`config.mk`:
```
export PLATFORM = sky130hd
export DESIGN_NAME = sic_top
export DESIGN_NICKNAME = d
export VERILOG_FILES = /design/src/sic_top.v
export VERILOG_INCLUDE_DIRS = /design/src
export SDC_FILE = /design/constraint.sdc
export NUM_CORES = 1
export LEC_CHECK = 0
export ABC_AREA = 1
export BUFFER_PORTS_ARGS = -buffer_cell sky130_fd_sc_hd__buf_4
export CAP_MARGIN = 20
export CORE_ASPECT_RATIO = 1.75
export CORE_MARGIN = 2
export CORE_UTILIZATION = 35
export DETAILED_ROUTE_END_ITERATION = 7
export SLEW_MARGIN = 20
export SYNTH_ARGS = -nofsm -noshare
export SYNTH_HDL_FRONTEND = slang
export SYNTH_SLANG_ARGS = --single-unit
```
`constraint.sdc`:
```
create_clock -name clock_i -period 2.9 [get_ports clock_i]
set_input_delay 0.58 -clock clock_i [delete_from_list [all_inputs] [get_ports clock_i]]
set_output_delay 0.58 -clock clock_i [all_outputs]
set_load 0.01 [all_outputs]
```
`src/sic_defines.vh`:
```
// Constants for the front-panel status indicator block
`ifndef SIC_DEFINES_VH
`define SIC_DEFINES_VH

// Register offsets (byte addresses)
`define SIC_REG_CTRL 8'h00
`define SIC_REG_STATUS 8'h04
`define SIC_REG_IRQ_STAT 8'h08
`define SIC_REG_IRQ_MASK 8'h0C
`define SIC_REG_RSSI 8'h10

// Control register fields and reset value
`define SIC_CTRL_BAR_EN 0
`define SIC_CTRL_LAMP_TEST 1
`define SIC_CTRL_RST 2'h1

// Interrupt status bits
`define SIC_IRQ_LINK_LOST 0
`define SIC_IRQ_BUS_ERR 1
`define SIC_IRQ_APPLY 2
`define SIC_IRQ_TOO_CLOSE 3
`define SIC_IRQ_W 4
`define SIC_IRQ_MASK_RST 4'h0

// Timing
`define SIC_CLK_HZ 125000000
`define SIC_FAST_HZ_X10 28
`define SIC_HOLD_MS 1000

// Signal strength thresholds, dBm magnitude at the slowest rate
`define SIC_THR_MAX_BASE 8'h5A
`define SIC_THR_RATE_STEP 8'h05
`define SIC_THR_LEVEL_GAP 8'h0A
`define SIC_RATE_MAX 3'h4

`endif

```
`src/sic_top.v`:
```
// Front-panel status, fault, signal-strength and set-button logic
// Operation
// - Supply indicator lit only when supply good; the lamp test here also lights it
// - Activity: off idle, flash config, steady cyclic
// - Fault: off, fast link-loss flash, steady bus error
// - Wire mode faults give slow flash
// - Controller mode faults give slow flash
// - Bar graph shows strength per data rate
// - Update or stick write runs chase sequence
// - Excessive signal flashes the bar graph
// - Transmit indicator follows serial transmit activity
// - Receive indicator follows serial receive activity
// - One-second hold applies; flash then steady
// - Confirmed station change accepted without power cycle
// - Strength value readable by external controller
// - Point-to-point: both ends show same level
// - Master in network lights yellow only
// - Remote shows strength of direct neighbour
//
// Notes for integrators
// - Every panel output is a flop, so each lamp lags its source by one cycle.
// - The flash divider free-runs from reset; a lamp that starts flashing
//   picks up mid-phase, so its first on or off time may be short.
// - The slow flash is derived from the fast one, so the two never drift.
// - Signal strength arrives as a magnitude: a smaller number is a stronger
//   signal, and the thresholds move by one step per data-rate code.
// - Rate codes above the fastest are clamped, not rejected.
// - The button counter stops once the hold time is reached, so a long press
//   still gives exactly one apply pulse; releasing the button re-arms it.
// - Interrupt status bits are sticky and write-one-to-clear; an event in
//   the same cycle as its clear keeps the bit set, so no event is lost.
// - Lamp test overrides every lamp, including a disabled bar graph.
// - Reads of unmapped offsets return zero; writes to them are ignored.
//
// Design decisions made here: the strobed register port and the register offsets.
`include "sic_defines.vh"

module sic_top #(
    // Half period of the fast flash in clock cycles
    parameter FAST_HALF = `SIC_CLK_HZ * 10 / (2 * `SIC_FAST_HZ_X10),
    // Button hold time in clock cycles
    parameter HOLD_CYC = `SIC_CLK_HZ / 1000 * `SIC_HOLD_MS
) (
    // Clock and reset
    input wire clock_i,
    input wire rst_n_i,
    // Register port
    input wire [7:0] addr_i,
    input wire [31:0] wr_data_i,
    input wire wr_i,
    input wire rd_i,
    output reg [31:0] rd_data_o,
    // Status sources
    input wire supply_good_i,
    input wire comm_config_i,
    input wire comm_cyclic_i,
    input wire link_lost_i,
    input wire local_bus_err_i,
    input wire ctrl_mode_i,
    input wire dup_map_i,
    input wire miss_in_i,
    input wire miss_out_i,
    input wire addr_changed_i,
    input wire no_proto_i,
    input wire rssi_valid_i,
    input wire [7:0] rssi_i,
    input wire [2:0] data_rate_i,
    input wire fw_update_i,
    input wire stick_write_i,
    input wire too_close_i,
    input wire is_master_i,
    input wire multi_remote_i,
    input wire tx_active_i,
    input wire rx_active_i,
    input wire readin_done_i,
    // Operator side
    input wire set_button_i,
    output reg supply_indicator_o,
    output reg bus_activity_indicator_o,
    output reg fault_o,
    output reg [3:0] bar_o,
    output reg tx_o,
    output reg rx_o,
    // Towards the station logic
    output reg apply_o,
    output reg irq_o
);

    // One shared divider feeds every flashing lamp. Sharing it costs a
    // little freedom of phase but keeps all lamps flashing in step,
    // which reads better on a crowded panel.
    // Flash divider: fast phase toggles each half period, slow is half of it
    reg [31:0] div_cnt;
    reg fast_ph;
    reg slow_ph;
    wire div_end = (div_cnt == FAST_HALF - 1);

    // Divide the clock for both flash rates with equal on and off time
    always @(posedge clock_i or negedge rst_n_i) begin
        if (!rst_n_i) begin
            div_cnt <= 32'h0;
            fast_ph <= 1'b0;
            slow_ph <= 1'b0;
        end else if (div_end) begin
            div_cnt <= 32'h0;
            fast_ph <= ~fast_ph;
            // Slow phase flips on every second fast toggle: exactly half rate
            if (fast_ph) begin
                slow_ph <= ~slow_ph;
            end
        end else begin
            div_cnt <= div_cnt + 32'h1;
        end
    end

    // The button is taken as already debounced and synchronous. A bounce
    // shorter than the hold time only restarts the count, so it can delay
    // an apply but never produce a second one.
    // Set button hold detector and read-in tracking
    reg [31:0] hold_cnt;
    reg held;
    reg readin;
    reg readin_shown;
    reg [1:0] comm_prev;
    wire [1:0] comm_now = {comm_cyclic_i, comm_config_i};

    // A press counts once when the hold reaches one second
    always @(posedge clock_i or negedge rst_n_i) begin
        if (!rst_n_i) begin
            hold_cnt <= 32'h0;
            held <= 1'b0;
            apply_o <= 1'b0;
            readin <= 1'b0;
            readin_shown <= 1'b0;
            comm_prev <= 2'h0;
        end else begin
            comm_prev <= comm_now;
            apply_o <= 1'b0;
            if (!set_button_i) begin
                hold_cnt <= 32'h0;
                held <= 1'b0;
            end else if (!held) begin
                if (hold_cnt == HOLD_CYC - 1) begin
                    // Station change taken live, no power cycle needed
                    held <= 1'b1;
                    apply_o <= 1'b1;
                    readin <= 1'b1;
                    readin_shown <= 1'b0;
                end else begin
                    hold_cnt <= hold_cnt + 32'h1;
                end
            end
            if (readin && readin_done_i) begin
                // Read-in finished: steady until communication state moves
                readin <= 1'b0;
                readin_shown <= 1'b1;
            end else if (readin_shown && comm_now != comm_prev) begin
                readin_shown <= 1'b0;
            end
        end
    end

    // Faster rates need a stronger signal for the same margin, so every
    // threshold drops by one step per rate code. The low level has no
    // lower bound: any valid signal lights at least the yellow segment.
    // Signal strength level from thresholds that shift with the data rate
    wire [2:0] rate = (data_rate_i > `SIC_RATE_MAX) ? `SIC_RATE_MAX : data_rate_i;
    wire [7:0] rate_off = {5'h0, rate} * `SIC_THR_RATE_STEP;
    wire [7:0] thr_max = `SIC_THR_MAX_BASE - rate_off;
    wire [7:0] thr_vgood = thr_max + `SIC_THR_LEVEL_GAP;
    wire [7:0] thr_good = thr_vgood + `SIC_THR_LEVEL_GAP;
    reg [3:0] level_bar;

    // Magnitude in dBm: smaller means stronger signal
    always @* begin
        if (!rssi_valid_i) begin
            level_bar = 4'h0;
        end else if (rssi_i <= thr_max) begin
            level_bar = 4'hF;
        end else if (rssi_i <= thr_vgood) begin
            level_bar = 4'h7;
        end else if (rssi_i <= thr_good) begin
            level_bar = 4'h3;
        end else begin
            level_bar = 4'h1;
        end
    end

    // The chase restarts at the bottom segment each time it is requested,
    // so the operator always sees the sweep begin from the yellow lamp.
    // Chase sequence position, stepped on fast divider ends
    reg [1:0] chase_pos;
    wire chase_on = fw_update_i | stick_write_i;

    // Walk one segment at a time from the bottom to the top
    always @(posedge clock_i or negedge rst_n_i) begin
        if (!rst_n_i) begin
            chase_pos <= 2'h0;
        end else if (!chase_on) begin
            chase_pos <= 2'h0;
        end else if (div_end) begin
            chase_pos <= chase_pos + 2'h1;
        end
    end

    // Events are rising edges of their sources, so a fault that stays
    // present raises one interrupt, not one per cycle. Software must
    // clear the bit to hear about the next occurrence.
    // Register state
    reg [1:0] ctrl;
    reg [`SIC_IRQ_W-1:0] irq_stat;
    reg [`SIC_IRQ_W-1:0] irq_mask;
    reg link_prev;
    reg err_prev;
    reg close_prev;
    wire [`SIC_IRQ_W-1:0] irq_evt = {too_close_i & ~close_prev, apply_o,
                                     local_bus_err_i & ~err_prev, link_lost_i & ~link_prev};
    wire wr_stat = wr_i && addr_i == `SIC_REG_IRQ_STAT;
    wire [`SIC_IRQ_W-1:0] w1c = wr_stat ? wr_data_i[`SIC_IRQ_W-1:0] : {`SIC_IRQ_W{1'b0}};

    // Control, mask and sticky status; a new event beats its own clear
    always @(posedge clock_i or negedge rst_n_i) begin
        if (!rst_n_i) begin
            ctrl <= `SIC_CTRL_RST;
            irq_mask <= `SIC_IRQ_MASK_RST;
            irq_stat <= {`SIC_IRQ_W{1'b0}};
            link_prev <= 1'b0;
            err_prev <= 1'b0;
            close_prev <= 1'b0;
            irq_o <= 1'b0;
        end else begin
            link_prev <= link_lost_i;
            err_prev <= local_bus_err_i;
            close_prev <= too_close_i;
            if (wr_i && addr_i == `SIC_REG_CTRL) begin
                ctrl <= wr_data_i[1:0];
            end
            if (wr_i && addr_i == `SIC_REG_IRQ_MASK) begin
                irq_mask <= wr_data_i[`SIC_IRQ_W-1:0];
            end
            irq_stat <= (irq_stat & ~w1c) | irq_evt;
            irq_o <= |(((irq_stat & ~w1c) | irq_evt) & irq_mask);
        end
    end

    // Returning zero outside the read cycle keeps a shared read bus clean
    // when several blocks are ORed together upstream.
    // Read data stands one cycle after the strobe, zero otherwise
    always @(posedge clock_i or negedge rst_n_i) begin
        if (!rst_n_i) begin
            rd_data_o <= 32'h0;
        end else if (rd_i) begin
            case (addr_i)
                `SIC_REG_CTRL: rd_data_o <= {30'h0, ctrl};
                `SIC_REG_STATUS: rd_data_o <= {22'h0, tx_o, rx_o, bar_o, fault_o,
                                               bus_activity_indicator_o, supply_indicator_o,
                                               readin};
                `SIC_REG_IRQ_STAT: rd_data_o <= {28'h0, irq_stat};
                `SIC_REG_IRQ_MASK: rd_data_o <= {28'h0, irq_mask};
                // Strength for the external controller's read commands
                `SIC_REG_RSSI: rd_data_o <= {23'h0, rssi_valid_i, rssi_i};
                default: rd_data_o <= 32'h0;
            endcase
        end else begin
            rd_data_o <= 32'h0;
        end
    end

    // The mode input picks which conditions count as configuration faults;
    // a condition that does not apply in the current mode is ignored, even
    // though its input may still be driven by the station logic.
    // Fault sources in slow-flash class depend on the operating mode
    wire slow_wire = dup_map_i | miss_in_i | miss_out_i | addr_changed_i;
    wire slow_ctrl = dup_map_i | addr_changed_i | no_proto_i;
    wire slow_fault = ctrl_mode_i ? slow_ctrl : slow_wire;
    reg next_fault;
    reg next_activity;
    reg [3:0] next_bar;

    // Indicator selection with fixed priorities
    always @* begin
        // Fault: steady bus error, then fast flash, then slow flash
        if (local_bus_err_i) begin
            next_fault = 1'b1;
        end else if (link_lost_i) begin
            next_fault = fast_ph;
        end else if (slow_fault) begin
            next_fault = slow_ph;
        end else begin
            next_fault = 1'b0;
        end
        // Read-in display takes over the activity indicator
        if (readin) begin
            next_activity = slow_ph;
        end else if (readin_shown || comm_cyclic_i) begin
            next_activity = 1'b1;
        end else if (comm_config_i) begin
            next_activity = slow_ph;
        end else begin
            next_activity = 1'b0;
        end
        // Bar graph: chase, then flash, then network master, then level
        if (chase_on) begin
            next_bar = 4'h1 << chase_pos;
        end else if (too_close_i) begin
            next_bar = fast_ph ? 4'hF : 4'h0;
        end else if (is_master_i && multi_remote_i) begin
            next_bar = 4'h1;
        end else begin
            // The level source is the direct neighbour on either end
            next_bar = level_bar;
        end
        if (!ctrl[`SIC_CTRL_BAR_EN]) begin
            next_bar = 4'h0;
        end
    end

    // Registering every lamp costs one cycle of latency, invisible to the
    // eye, and keeps glitches from the selection logic off the pins.
    // The serial activity lamps are not stretched: a very short burst may
    // light them for only a few cycles.
    // All panel outputs come from flops; lamp test lights everything
    always @(posedge clock_i or negedge rst_n_i) begin
        if (!rst_n_i) begin
            supply_indicator_o <= 1'b0;
            bus_activity_indicator_o <= 1'b0;
            fault_o <= 1'b0;
            bar_o <= 4'h0;
            tx_o <= 1'b0;
            rx_o <= 1'b0;
        end else if (ctrl[`SIC_CTRL_LAMP_TEST]) begin
            supply_indicator_o <= 1'b1;
            bus_activity_indicator_o <= 1'b1;
            fault_o <= 1'b1;
            bar_o <= 4'hF;
            tx_o <= 1'b1;
            rx_o <= 1'b1;
        end else begin
            supply_indicator_o <= supply_good_i;
            bus_activity_indicator_o <= next_activity;
            fault_o <= next_fault;
            bar_o <= next_bar;
            tx_o <= tx_active_i;
            rx_o <= rx_active_i;
        end
    end

endmodule // sic_top

```
==> key figures, run 1 <==
Run status
  • Status: complete, but fails checks
  • Failing checks: setup timing

Global route
  • Global routing usage on met2: 0.356
  • Largest net degree at the start of global routing: 53
  • Met3 Use GR: 0.0258
  • Busiest layer in global routing: met2
  • First-pass GRT wire length: slightly below 30000 µm
  • Vias in the first global route: ~6000
  • Met1 usage: 0.178
  • Overflow after GRT: 0
  • Initial antenna violation count: 0
  • Gr usage total: 0.187

Worst setup path
  • Critical Path AT: ~3.3 ns
  • Worst Setup Start Kind: input port
  • Crit-path most repeated cell: nand2_1
  • CP max stage cell: fa_1
  • CP max FO: 3
  • CP endpoint kind: flop
  • Reg2Reg Launch Point: hold_cnt[0]$_DFFE_PN0P_
  • Worst-path cell chain: buf_6 -> inv_2 -> nor2_4 -> inv_2 -> ha_4 -> inv_2 -> fa_1 -> inv_2 -> ha_4 -> or2_4 -> buf_6 -> nand4_1 -> nand2_1 -> ha_1 -> a21oi_1 -> nor2_1 -> nor2_1 -> nand3_1 -> nand2_1 -> nand2_1 -> nand3_2 -> nand2_1 -> nand2_1
  • WS Path Type: in -> reg
  • Worst path max stage delay: about 0.52 ns
  • Req. time, crit path: approximately 3.2 ns
  • CP Launch Point: data_rate_i[0]
  • R2R Setup Slk: 0.72 ns

Synthesis
  • Largest family of logic cells by synthesized area: simple AND/OR/NAND/NOR gates
  • Post-synthesis cell type count: 48
  • Synth Area in Simple Gates: 0.319
  • Syn Inst Count: slightly above 900
  • Synth Area per Inst: 7.57 µm²
  • Synth Area in Adders: 0.0558
  • Sequential fraction of the synthesis area: 0.390
  • Post-Synth XOR/XNOR Area: 0.0536
  • Area of the mapped netlist: between 0.006 and 0.007 mm²
  • Flops & latches, synth: roughly 110
  • Compound-gate portion of the synthesized area: 0.0736
  • EDFF count, synth: 0
  • Yosys Warn Count: 0
  • Multiplexer share of the synthesized area: 0
  • Top FF cell, synth: dfrtp_1
  • Asr flop ratio synth: 1.00

Power
  • Final total power: 3360 µW
  • Power Dens Cells: approximately 410 mW/mm²
  • Peak VDD IR: 0.243 mV
  • Pleak: 0.00389 µW

Place
  • Dpl cell area: between 0.007 and 0.008 mm²
  • Post-DP HPWL: between 10000 and 15000 µm
  • IO Port Bufs: just under 70
  • Placer Congestion: around 0.97

Cells and area
  • Ratio of cells with drive above 1 in the final layout: 0.177
  • Leading cell types in the layout, fill and taps excluded: nand2_1, inv_1, dfrtp_1
  • Ant diodes: 0
  • Fillers: slightly below 2000
  • Final net count: 1112
  • Final design utilization: 0.431
  • Design area: 0.00828 mm²
  • Commonest non-fill, non-tap cell in the layout: nand2_1
  • Synth-to-layout area growth: 20.6%

Die
  • Initial Util: 0.358
  • I/O pins: approximately 120
  • Die Wd: approximately 110 µm
  • Core Region: ~0.019 mm²
  • Die outline height: 189 µm
  • Die ar.: a little over 0.02 mm²
  • Number of core rows: 67

Route
  • Wire per inst: 14.9 µm
  • Drt drc: 0
  • Routed vias/inst: just under 5
  • Detailed Route WL: approximately 19000 µm
  • Final ANT Viol Nets: 0
  • Pre-Repair DR Iteration Count: 4
  • Iter 0 DRT Violations: about 310
  • Via Count: 6127

Min path
  • Min-delay worst type: in -> async

Clock tree
  • CTS Sinks: ~110
  • H-tree Lvls: 3
  • Clk buf depth: 2
  • Reg clk slew, reported paths: 0.08 ns
  • CTS Hold Bufs: 0
  • Total CTS buffers: 9
  • TritonCTS clock tree: done
  • Clk_lat worst skew: between 0.3 and 0.4 ns
  • Clock Root Buffer: clkbuf_16

STA
  • Slew HR: 0.555
  • Final hold violations: 0
  • TNS Setup: -0.125 ns
  • Min cycle time layout: 3.00 ns
  • Slew @ Worst Pin: around 0.66 ns
  • Unrepaired setup endpoints after global routing: true
  • Period utilization: 1.03
  • Worst Clk Skew: between 0.01 and 0.015 ns
  • Achievable Freq: roughly 330 MHz
  • Hold slack final: between 0.15 and 0.2 ns
  • Pins Over Slew Limit: 0
  • Final worst slack: -0.0974 ns
  • Setup violators final: 2

Job
  • Max-Cap Viols: 0
-- repair_timing --
item | in CTS | in global routing
resized for setup | 17 | 4
setup endpoints to repair | 2 | 3
buffers inserted | 4 | 1
pin swaps | 27 | 0
-- metrics by stage --
step / instances / setup WS, ns
3_3_place_gp: 1231 / -0.555
2_1_floorplan: 929 / -0.221
4_1_cts: 1251 / -0.0653
6_report: 1252 / -0.0974
3_5_place_dp: 1231 / -0.568
5_1_grt: 1252 / -0.303
-- worst paths after layout --
kind / end / cells past startpoint
worst min-delay path: hold_cnt[16]$_DFFE_PN0P_ / 1
worst max register to register: hold_cnt[6]$_DFFE_PN0P_ / 8
min in group clock_i: err_prev$_DFF_PN0_ / 1
worst max-delay path: bar_o[1]$_DFF_PN0_ / 23
max in group asynchronous: hold_cnt[0]$_DFFE_PN0P_ / 2
worst min register to register: apply_o$_DFF_PN0_ / 1
-- layout make-up --
class                           instances  area, µm²  area share
Clock inverter                          7       91.3      0.0110
Timing Repair Buffer                  100        812      0.0981
Tap cell                              241        302      0.0364
Multi-Input combinational cell        658       3660       0.442
Clock buffer                            9        225      0.0272
Sequential cell                       107       2680       0.324
Inverter                              130        509      0.0615
-- synth_stat cells (2+ instances only) --
library cell | count | area share
nand2_1 | 210 | 0.11
inv_1 | 127 | 0.069
dfrtp_1 | 106 | 0.39
nor2_1 | 90 | 0.049
nand3_1 | 60 | 0.044
xor2_1 | 37 | 0.047
nor3_1 | 35 | 0.026
o21ai_0 | 34 | 0.025
ha_1 | 29 | 0.053
nand4_1 | 28 | 0.026
buf_4 | 23 | 0.025
a21oi_1 | 22 | 0.016
or2_2 | 14 | 0.013
nor4_1 | 11 | 0.010
o21ai_1 | 11 | 0.0080
o21ai_2 | 7 | 0.0089
nand3b_1 | 5 | 0.0055
xnor2_1 | 5 | 0.0064
buf_6 | 4 | 0.0066
clkbuf_1 | 4 | 0.0022
nand3_2 | 4 | 0.0058
buf_2 | 3 | 0.0022
nor2_4 | 3 | 0.0049
nor3b_1 | 3 | 0.0033
a211oi_1 | 2 | 0.0022
a21o_1 | 2 | 0.0022
a41oi_1 | 2 | 0.0026
conb_1 | 2 | 0.0011
inv_2 | 2 | 0.0011
nand2_2 | 2 | 0.0018
nor2_2 | 2 | 0.0018
o211ai_1 | 2 | 0.0022
-- layer usage --
metal	vias to the layer above	wire length, µm
met1	2824	6450
met2	151	10300
met5	-	0
met4	0	1250
li1	3081	-
met3	71	650
-- report_power, final --
part	total, µW	switching (µW)	internal [µW]
Sequential	1530	17.9	1510
Combinational	506	272	234
Clock	1320	629	695
Total	3360	919	2440
-- logic make-up after synthesis --
kind of cell / Yosys count
AND/OR/NAND/NOR: 474
adder cells (fa/ha/maj): 30
other: 2
AO/OA/AOI/OAI: 88
buffers and inverters: 164
flip-flops: 107
XOR/XNOR: 42
-- flip-flops by register name (all words and copies together), names as in the netlist, 2 cells and up --
| signal | flops |
|---|---|
| hold_cnt | 32 |
| chase_pos | 2 |
| irq_mask | 4 |
| bar_o | 4 |
| ctrl | 2 |
| irq_stat | 4 |
| div_cnt | 32 |
| rd_data_o | 10 |
| comm_prev | 2 |
-- critical path: cells and delay by family --
kind                     cells  cell delay [ns]
buffers and inverters        6             0.45
adder cells (fa/ha/maj)      4             1.13
AND/OR/NAND/NOR             12             0.98
AO/OA/AOI/OAI                1             0.15
Power figures use the tool's default switching activity.
==> inputs of run 2 (changes only) <==
ABC_AREA = default   (was 1)
CAP_MARGIN = 15   (was 20)
CORE_UTILIZATION = 60   (was 35)
PLACE_DENSITY = 0.86   (was default)
==> run 2 against run 1 <==
The flow still finishes with violations (setup timing). Sequential power about the same. Maximum frequency decreased by 2.9%. Design area fell by 13%. Non-clock buffer count is 1 lower. Synthesized area down 14%. Core utilization is 31 points higher. Die area is 48% lower. Critical path depth shrank 4. Setup slack worse by 0.090 ns. Critical endpoint unchanged. Highest routed layer unchanged.
==> key figures, run 2 <==
Synthesis
  • Synth Area in Simple Gates: 0.234 (was 0.319)
  • Multiplexer share of the synthesized area: 0.0234 (was 0)
  • Cell taking the most area after synthesis: dfrtp_1 (unchanged)
  • Flops & latches, synth: 107 (unchanged)
  • Top post-synthesis cells by count: dfrtp_1, nand2_1, nor2_1 (was nand2_1, inv_1, dfrtp_1)
  • Compound-gate portion of the synthesized area: 0.0769 (was 0.0736)
  • Post-Synth XOR/XNOR Area: 0.0929 (was 0.0536)
  • Synth Area per Inst: 9.93 µm² (was 7.57 µm²)
  • EDFF count, synth: 0 (unchanged)
  • Area of the mapped netlist: 0.00594 mm² (was 0.00687 mm²)
  • Top cell type's share of synthesized area: 0.447 (was 0.386)
  • Yosys Warn Count: 0 (unchanged)
  • Synth Area in Adders: 0.0645 (was 0.0558)
  • Syn Inst Count: 598 (was 907)
  • Sequential fraction of the synthesis area: 0.451 (was 0.390)
  • Top FF cell, synth: dfrtp_1 (unchanged)
  • Top post-synthesis cells by area: dfrtp_1, ha_1, xor2_1, xnor2_1, nand2_1 (was dfrtp_1, nand2_1, inv_1, ha_1, nor2_1)
  • Largest family of logic cells by synthesized area: simple AND/OR/NAND/NOR gates (unchanged)
  • Asr flop ratio synth: 1.00 (unchanged)
  • Most frequent cell after synthesis: dfrtp_1 (was nand2_1)
  • Post-synthesis cell type count: 57 (was 48)

Cells and area
  • Biggest regs: div_cnt: 32 flops, hold_cnt: 32 flops, rd_data_o: 10 flops (unchanged)
  • Ratio of cells with drive above 1 in the final layout: 0.233 (was 0.177)
  • Commonest non-fill, non-tap cell in the layout: dfrtp_1 (was nand2_1)
  • Final design utilization: 0.741 (was 0.431)
  • Synth-to-layout area growth: 21.5% (was 20.6%)
  • Final net count: 800 (was 1112)
  • Leading cell types in the layout, fill and taps excluded: dfrtp_1, buf_4, nand2_1 (was nand2_1, inv_1, dfrtp_1)
  • Ant diodes: 0 (unchanged)

Job
  • Max-Cap Viols: 0 (unchanged)

Worst setup path
  • Reg2Reg Launch Point: held$_DFF_PN0_ (was hold_cnt[0]$_DFFE_PN0P_)
  • R2R Setup Slk: 0.56 ns (was 0.72 ns)
  • R2R cell count: 6 (was 8)
  • WS Path Type: in -> reg (unchanged)
  • Crit-path most repeated cell: inv_2 (was nand2_1)
  • CP max stage cell: fa_2 (was fa_1)
  • Worst Setup Start Kind: input port (unchanged)
  • Req. time, crit path: 3.12 ns (was 3.20 ns)
  • Top Family by Delay on Critical Path: adder cells (unchanged)
  • CP endpoint kind: flop (unchanged)
  • RR Endpoint: hold_cnt[29]$_DFFE_PN0P_ (was hold_cnt[6]$_DFFE_PN0P_)
  • CP max FO: 3 (unchanged)
  • Critical Path AT: 3.30 ns (was 3.29 ns)
  • Worst-path cell chain: buf_8 -> nand2b_4 -> clkinv_4 -> ha_4 -> inv_2 -> fa_2 -> inv_2 -> ha_4 -> xor2_4 -> inv_2 -> o21ai_2 -> or2_4 -> ha_1 -> and3_4 -> nand3_2 -> nor3_2 -> nor4_2 -> o21ai_1 -> o211ai_1 (was buf_6 -> inv_2 -> nor2_4 -> inv_2 -> ha_4 -> inv_2 -> fa_1 -> inv_2 -> ha_4 -> or2_4 -> buf_6 -> nand4_1 -> nand2_1 -> ha_1 -> a21oi_1 -> nor2_1 -> nor2_1 -> nand3_1 -> nand2_1 -> nand2_1 -> nand3_2 -> nand2_1 -> nand2_1)
  • WP buf/inv: 5 (was 6)
  • Worst path max stage delay: 0.55 ns (was 0.52 ns)

Global route
  • Overflow after GRT: 0 (unchanged)
  • Largest net degree at the start of global routing: 41 (was 53)
  • Gr usage total: 0.274 (was 0.187)
  • Initial antenna violation count: 0 (unchanged)
  • Vias in the first global route: 4913 (was 6120)
  • First-pass GRT wire length: 22900 µm (was 29700 µm)

Place
  • Pre-CTS WS: -0.688 ns (was -0.568 ns)
  • IO Port Bufs: 68 (unchanged)
  • Placer Congestion: 0.914 (was 0.968)
  • Post-DP HPWL: 10200 µm (was 15000 µm)

Clock tree
  • Reg clk slew, reported paths: 0.07 ns (was 0.08 ns)
  • H-tree Lvls: 3 (unchanged)
  • Total CTS buffers: 9 (unchanged)
  • CTS Sinks: 107 (unchanged)
  • Clock Root Buffer: clkbuf_16 (unchanged)
  • Clk buf depth: 2 (unchanged)
  • Clk_lat worst skew: 0.35 ns (was 0.36 ns)
  • TritonCTS clock tree: done (unchanged)

Power
  • Clk pwr share: 0.389 (was 0.394)
  • Power Dens Cells: 464 mW/mm² (was 406 mW/mm²)
  • Final total power: 3350 µW (was 3360 µW)
  • Switch share: 0.246 (was 0.273)
  • Pint: 2520 µW (was 2440 µW)
  • Switching pwr: 822 µW (was 919 µW)
  • Pleak: 0.00341 µW (was 0.00389 µW)
  • Peak VDD IR: 0.358 mV (was 0.243 mV)
  • Sequential Power Share: 0.456 (was 0.455)
  • Comb pwr share: 0.155 (was 0.151)

STA
  • Achievable Freq: 324 MHz (was 334 MHz)
  • Hold slack final: 0.210 ns (was 0.165 ns)
  • Period utilization: 1.06 (was 1.03)
  • Slew @ Worst Pin: 0.877 ns (was 0.662 ns)
  • Final hold violations: 0 (unchanged)
  • Pins Over Slew Limit: 0 (unchanged)
  • Min cycle time layout: 3.09 ns (was 3.00 ns)
  • Setup violators final: 2 (unchanged)
  • Final worst slack: -0.187 ns (was -0.0974 ns)
  • Unrepaired setup endpoints after global routing: true (unchanged)
  • Slew HR: 0.411 (was 0.555)
  • Worst Clk Skew: 0.00878 ns (was 0.0136 ns)

Route
  • Routed vias/inst: 5.77 (was 4.89)
  • Met1 WL: 5310 µm (was 6450 µm)
  • WL met2: 7540 µm (was 10300 µm)
  • Met3 wire len: 662 µm (was 650 µm)
  • Final ANT Viol Nets: 0 (unchanged)
  • Via Count: 4758 (was 6127)
  • Iter 0 DRT Violations: 247 (was 309)
  • Detailed Route WL: 14000 µm (was 18700 µm)
  • Wire per inst: 17.0 µm (was 14.9 µm)
  • Max Used Layer: met4 (unchanged)
  • Drt drc: 0 (unchanged)
  • Pre-Repair DR Iteration Count: 5 (was 4)

Die
  • Core Region: 0.00973 mm² (was 0.0192 mm²)
  • Initial Util: 0.610 (was 0.358)
  • I/O pins: 119 (unchanged)
  • Die Wd: 79.2 µm (was 110 µm)
  • Number of core rows: 48 (was 67)
  • Die ar.: 0.0107 mm² (was 0.0208 mm²)
  • Die outline height: 136 µm (was 189 µm)

Run status
  • Failing checks: setup timing (unchanged)
  • Status: complete, but fails checks (unchanged)

Min path
  • Min-delay worst type: in -> async (unchanged)
run 2: cell types whose count changed in the layout (fill, tap and decap cells not counted), sizes merged, moves of 24 or more:
cell   previous run  this run
o21ai            52        22
and2              0        24
xnor2             5        31
nand3            64        26
nor2             95        42
nand2           212        49
inv             133        24
run 2: area by class of cell:
class	instances	area (µm²)
Clock buffer	11	233
Clock inverter	5	86.3
Fill cell	653	2520
Inverter	24	95.1
Multi-Input combinational cell	453	3180
Sequential cell	107	2680
Tap cell	125	156
Timing Repair Buffer	99	782
run 2: worst max path at each step:
stage                               from  cells after the start  slack [ns]                  to
after global placement    data_rate_i[0]                     19       -0.63  bar_o[1]$_DFF_PN0_
after CTS                 data_rate_i[2]                     19       -0.20  bar_o[1]$_DFF_PN0_
final                     data_rate_i[2]                     19       -0.19  bar_o[1]$_DFF_PN0_
after floorplan           data_rate_i[2]                     18       -0.42  bar_o[1]$_DFF_PN0_
after detailed placement  data_rate_i[0]                     19       -0.69  bar_o[1]$_DFF_PN0_
after global routing      data_rate_i[2]                     18       -0.36  bar_o[1]$_DFF_PN0_
run 2: logic make-up after synthesis:
group | Yosys count
mux | 13
compound gates | 71
simple gates | 252
xor+xnor | 63
fa+ha+maj | 30
buf+inv | 60
other cells | 2
flops | 107
run 2: power by group through the flow:
stage / logic, µW / clock network, µW / registers (µW)
2_1_floorplan: 257 / 0 / 1560
3_3_place_gp: 450 / 0 / 1550
3_5_place_dp: 458 / 0 / 1550
4_1_cts: 486 / 1320 / 1530
5_1_grt: 568 / 1400 / 1530
6_report: 518 / 1300 / 1530
run 2: repair_timing:
action / CTS / global route
resized for setup: 11 / 18
endpoints found under the setup margin: 2 / 3
pin swaps: 13 / 12
buffers inserted: 2 / 1
hold buffers: 0 / 0
run 2: stage by stage:
stage          setup TNS, ns  cells  instance area, µm²
6_report              -0.338    824                7210
2_1_floorplan         -0.762    620                6100
5_1_grt               -0.777    824                7210
4_1_cts               -0.319    823                7130
3_5_place_dp           -1.68    805                6750
3_3_place_gp           -1.44    805                6750
run 2: metal layers:
metal / global-route usage / vias up
met1: 0.311 / 2336
met5: 0 / -
met2: 0.492 / 155
li1: - / 2238
met3: 0.0520 / 29
met4: 0.121 / 0
==> inputs of run 3 (changes only) <==
PLACE_DENSITY = 0.83   (was 0.86)
SKIP_CTS_REPAIR_TIMING = 1   (was default)
==> run 3 against run 2 <==
The run still ends with setup timing left. Count of clock-buffer cells in the layout is 2 lower. Setup slack worse by 0.049 ns. Sequential share of layout area up 0.42 points. Sequential cell count stayed put. Via count down 1.7%. Largest cell class unchanged.
==> key figures, run 3 (synthesis results as in run 2) <==
Run status
  • Status: complete, but fails checks (unchanged)
  • Failing checks: setup timing (unchanged)

Worst setup path
  • Top Family by Delay on Critical Path: adder cells (unchanged)
  • Worst path max stage delay: 0.55 ns (about the same)
  • WS Path Type: in -> reg (unchanged)
  • CP endpoint kind: flop (unchanged)
  • Critical Path AT: 3.40 ns (was 3.30 ns)
  • Req. time, crit path: 3.17 ns (was 3.12 ns)
  • R2R Setup Slk: 0.60 ns (was 0.56 ns)
  • Crit-path most repeated cell: inv_2 (unchanged)
  • CP max FO: 3 (unchanged)
  • Worst-path cell chain: buf_6 -> nor2b_4 -> inv_2 -> ha_4 -> inv_2 -> fa_2 -> inv_2 -> ha_4 -> xor2_4 -> inv_2 -> o21ai_2 -> buf_4 -> xnor2_2 -> ha_1 -> a21oi_2 -> nor2_1 -> nor4_1 -> o21ai_1 -> o211ai_1 (was buf_8 -> nand2b_4 -> clkinv_4 -> ha_4 -> inv_2 -> fa_2 -> inv_2 -> ha_4 -> xor2_4 -> inv_2 -> o21ai_2 -> or2_4 -> ha_1 -> and3_4 -> nand3_2 -> nor3_2 -> nor4_2 -> o21ai_1 -> o211ai_1)
  • Worst Setup Start Kind: input port (unchanged)
  • WP buf/inv: 6 (was 5)
  • CP max stage cell: fa_2 (unchanged)
  • Reg2Reg Launch Point: held$_DFF_PN0_ (unchanged)
  • RR Endpoint: hold_cnt[29]$_DFFE_PN0P_ (unchanged)
  • R2R cell count: 6 (unchanged)

Clock tree
  • Clk_lat worst skew: 0.35 ns (about the same)
  • Clk buf depth: 2 (unchanged)
  • TritonCTS clock tree: done (unchanged)
  • Total CTS buffers: 9 (unchanged)
  • CTS Sinks: 107 (unchanged)
  • H-tree Lvls: 3 (unchanged)
  • Clock Root Buffer: clkbuf_16 (unchanged)
  • Reg clk slew, reported paths: 0.07 ns (about the same)

Place
  • Post-DP HPWL: 10100 µm (was 10200 µm)
  • Pre-CTS WS: -0.706 ns (was -0.688 ns)
  • Placer Congestion: 0.979 (was 0.914)
  • IO Port Bufs: 68 (unchanged)

Power
  • Pint: 2360 µW (was 2520 µW)
  • Peak VDD IR: 0.341 mV (was 0.358 mV)
  • Sequential Power Share: 0.472 (was 0.456)
  • Comb pwr share: 0.158 (was 0.155)
  • Clk pwr share: 0.370 (was 0.389)
  • Power Dens Cells: 453 mW/mm² (was 464 mW/mm²)
  • Switch share: 0.270 (was 0.246)
  • Pleak: 0.00338 µW (was 0.00341 µW)
  • Switching pwr: 873 µW (was 822 µW)

Die
  • I/O pins: 119 (unchanged)
  • Core Region: 0.00973 mm² (unchanged)
  • Initial Util: 0.610 (unchanged)
  • Die Wd: 79.2 µm (unchanged)
  • Die ar.: 0.0107 mm² (unchanged)
  • Die outline height: 136 µm (unchanged)
  • Number of core rows: 48 (unchanged)

Cells and area
  • Biggest regs: div_cnt: 32 flops, hold_cnt: 32 flops, rd_data_o: 10 flops (unchanged)
  • Ant diodes: 0 (unchanged)
  • Final net count: 798 (was 800)
  • Final design utilization: 0.733 (was 0.741)
  • Leading cell types in the layout, fill and taps excluded: dfrtp_1, buf_4, nand2_1 (unchanged)
  • Ratio of cells with drive above 1 in the final layout: 0.227 (was 0.233)
  • Synth-to-layout area growth: 20.1% (was 21.5%)
  • Commonest non-fill, non-tap cell in the layout: dfrtp_1 (unchanged)

STA
  • Pins Over Slew Limit: 0 (unchanged)
  • Worst Clk Skew: 0.0109 ns (was 0.00878 ns)
  • Setup violators final: 2 (unchanged)
  • Slew HR: 0.402 (was 0.411)
  • Period utilization: 1.08 (was 1.06)
  • Final worst slack: -0.236 ns (was -0.187 ns)
  • Final hold violations: 0 (unchanged)
  • Slew @ Worst Pin: 0.891 ns (was 0.877 ns)
  • Unrepaired setup endpoints after global routing: true (unchanged)
  • Achievable Freq: 319 MHz (was 324 MHz)
  • Min cycle time layout: 3.14 ns (was 3.09 ns)

Route
  • Pre-Repair DR Iteration Count: 5 (unchanged)
  • Routed vias/inst: 5.69 (was 5.77)
  • Final ANT Viol Nets: 0 (unchanged)
  • Drt drc: 0 (unchanged)
  • Wire per inst: 16.8 µm (was 17.0 µm)
  • Detailed Route WL: 13800 µm (was 14000 µm)
  • Via Count: 4677 (was 4758)
  • Iter 0 DRT Violations: 353 (was 247)

Global route
  • Largest net degree at the start of global routing: 63 (was 41)
  • Initial antenna violation count: 0 (unchanged)
  • First-pass GRT wire length: 22100 µm (was 22900 µm)
  • Vias in the first global route: 4803 (was 4913)
  • Overflow after GRT: 0 (unchanged)
  • Gr usage total: 0.265 (was 0.274)

Job
  • Max-Cap Viols: 0 (unchanged)

Min path
  • Min-delay worst type: in -> async (unchanged)
==> run 3: how the worst max path moves through the flow <==
stage | depth (start not counted) | slack (ns) | start | endpoint
5_1_grt | 19 | -0.36 | data_rate_i[0] | bar_o[1]$_DFF_PN0_
6_report | 19 | -0.24 | data_rate_i[0] | bar_o[1]$_DFF_PN0_
2_1_floorplan | 18 | -0.42 | data_rate_i[2] | bar_o[1]$_DFF_PN0_
3_3_place_gp | 19 | -0.62 | data_rate_i[0] | bar_o[1]$_DFF_PN0_
3_5_place_dp | 19 | -0.71 | data_rate_i[0] | bar_o[1]$_DFF_PN0_
4_1_cts | 18 | -0.34 | data_rate_i[2] | bar_o[1]$_DFF_PN0_
==> run 3: area by class of cell <==
type	count	area, µm²
well taps	125	156
clock inverters	7	65.1
multi-input cells	453	3150
repair buffers	97	756
flip-flops and latches	107	2680
fillers	674	2600
clock buffers	9	225
inverters	24	95.1
==> run 3: power groups by stage <==
stage / clock network (µW) / logic (µW) / registers [µW]
floorplan: 0 / 257 / 1560
CTS: 1220 / 451 / 1530
finish: 1200 / 510 / 1530
detailed placement: 0 / 449 / 1560
global route: 1280 / 562 / 1530
global placement: 0 / 438 / 1550
==> run 3: layer usage <==
metal	GRT usage	vias up	part of all wire	wire length, µm
met5	0	-	0	0
met4	0.139	0	0.044	602
met3	0.0460	41	0.042	580
met2	0.480	143	0.55	7580
met1	0.291	2265	0.36	5030
li1	-	2228	-	-
==> run 3: worst register-to-register path, cell delays in order (launching register included) <==
cell	delay (ns)
dfrtp_1	0.42
and2_4	0.20
or4b_4	0.59
or3_4	0.48
nor3_1	0.26
xor2_1	0.09
and2_1	0.16
==> run 3: stage by stage <==
stage | TNS, ns | power (µW) | instance area (µm²) | hold WS [ns] | std cells
final | -0.351 | 3230 | 7130 | 0.307 | 822
after global routing | -0.625 | 3370 | 7130 | 0.353 | 822
after CTS | -0.566 | 3200 | 7010 | 0.326 | 817
after detailed placement | -1.49 | 2000 | 6720 | 0.471 | 801
after global placement | -1.24 | 1990 | 6720 | 0.473 | 801
after floorplan | -0.762 | 1810 | 6100 | 0.284 | 620
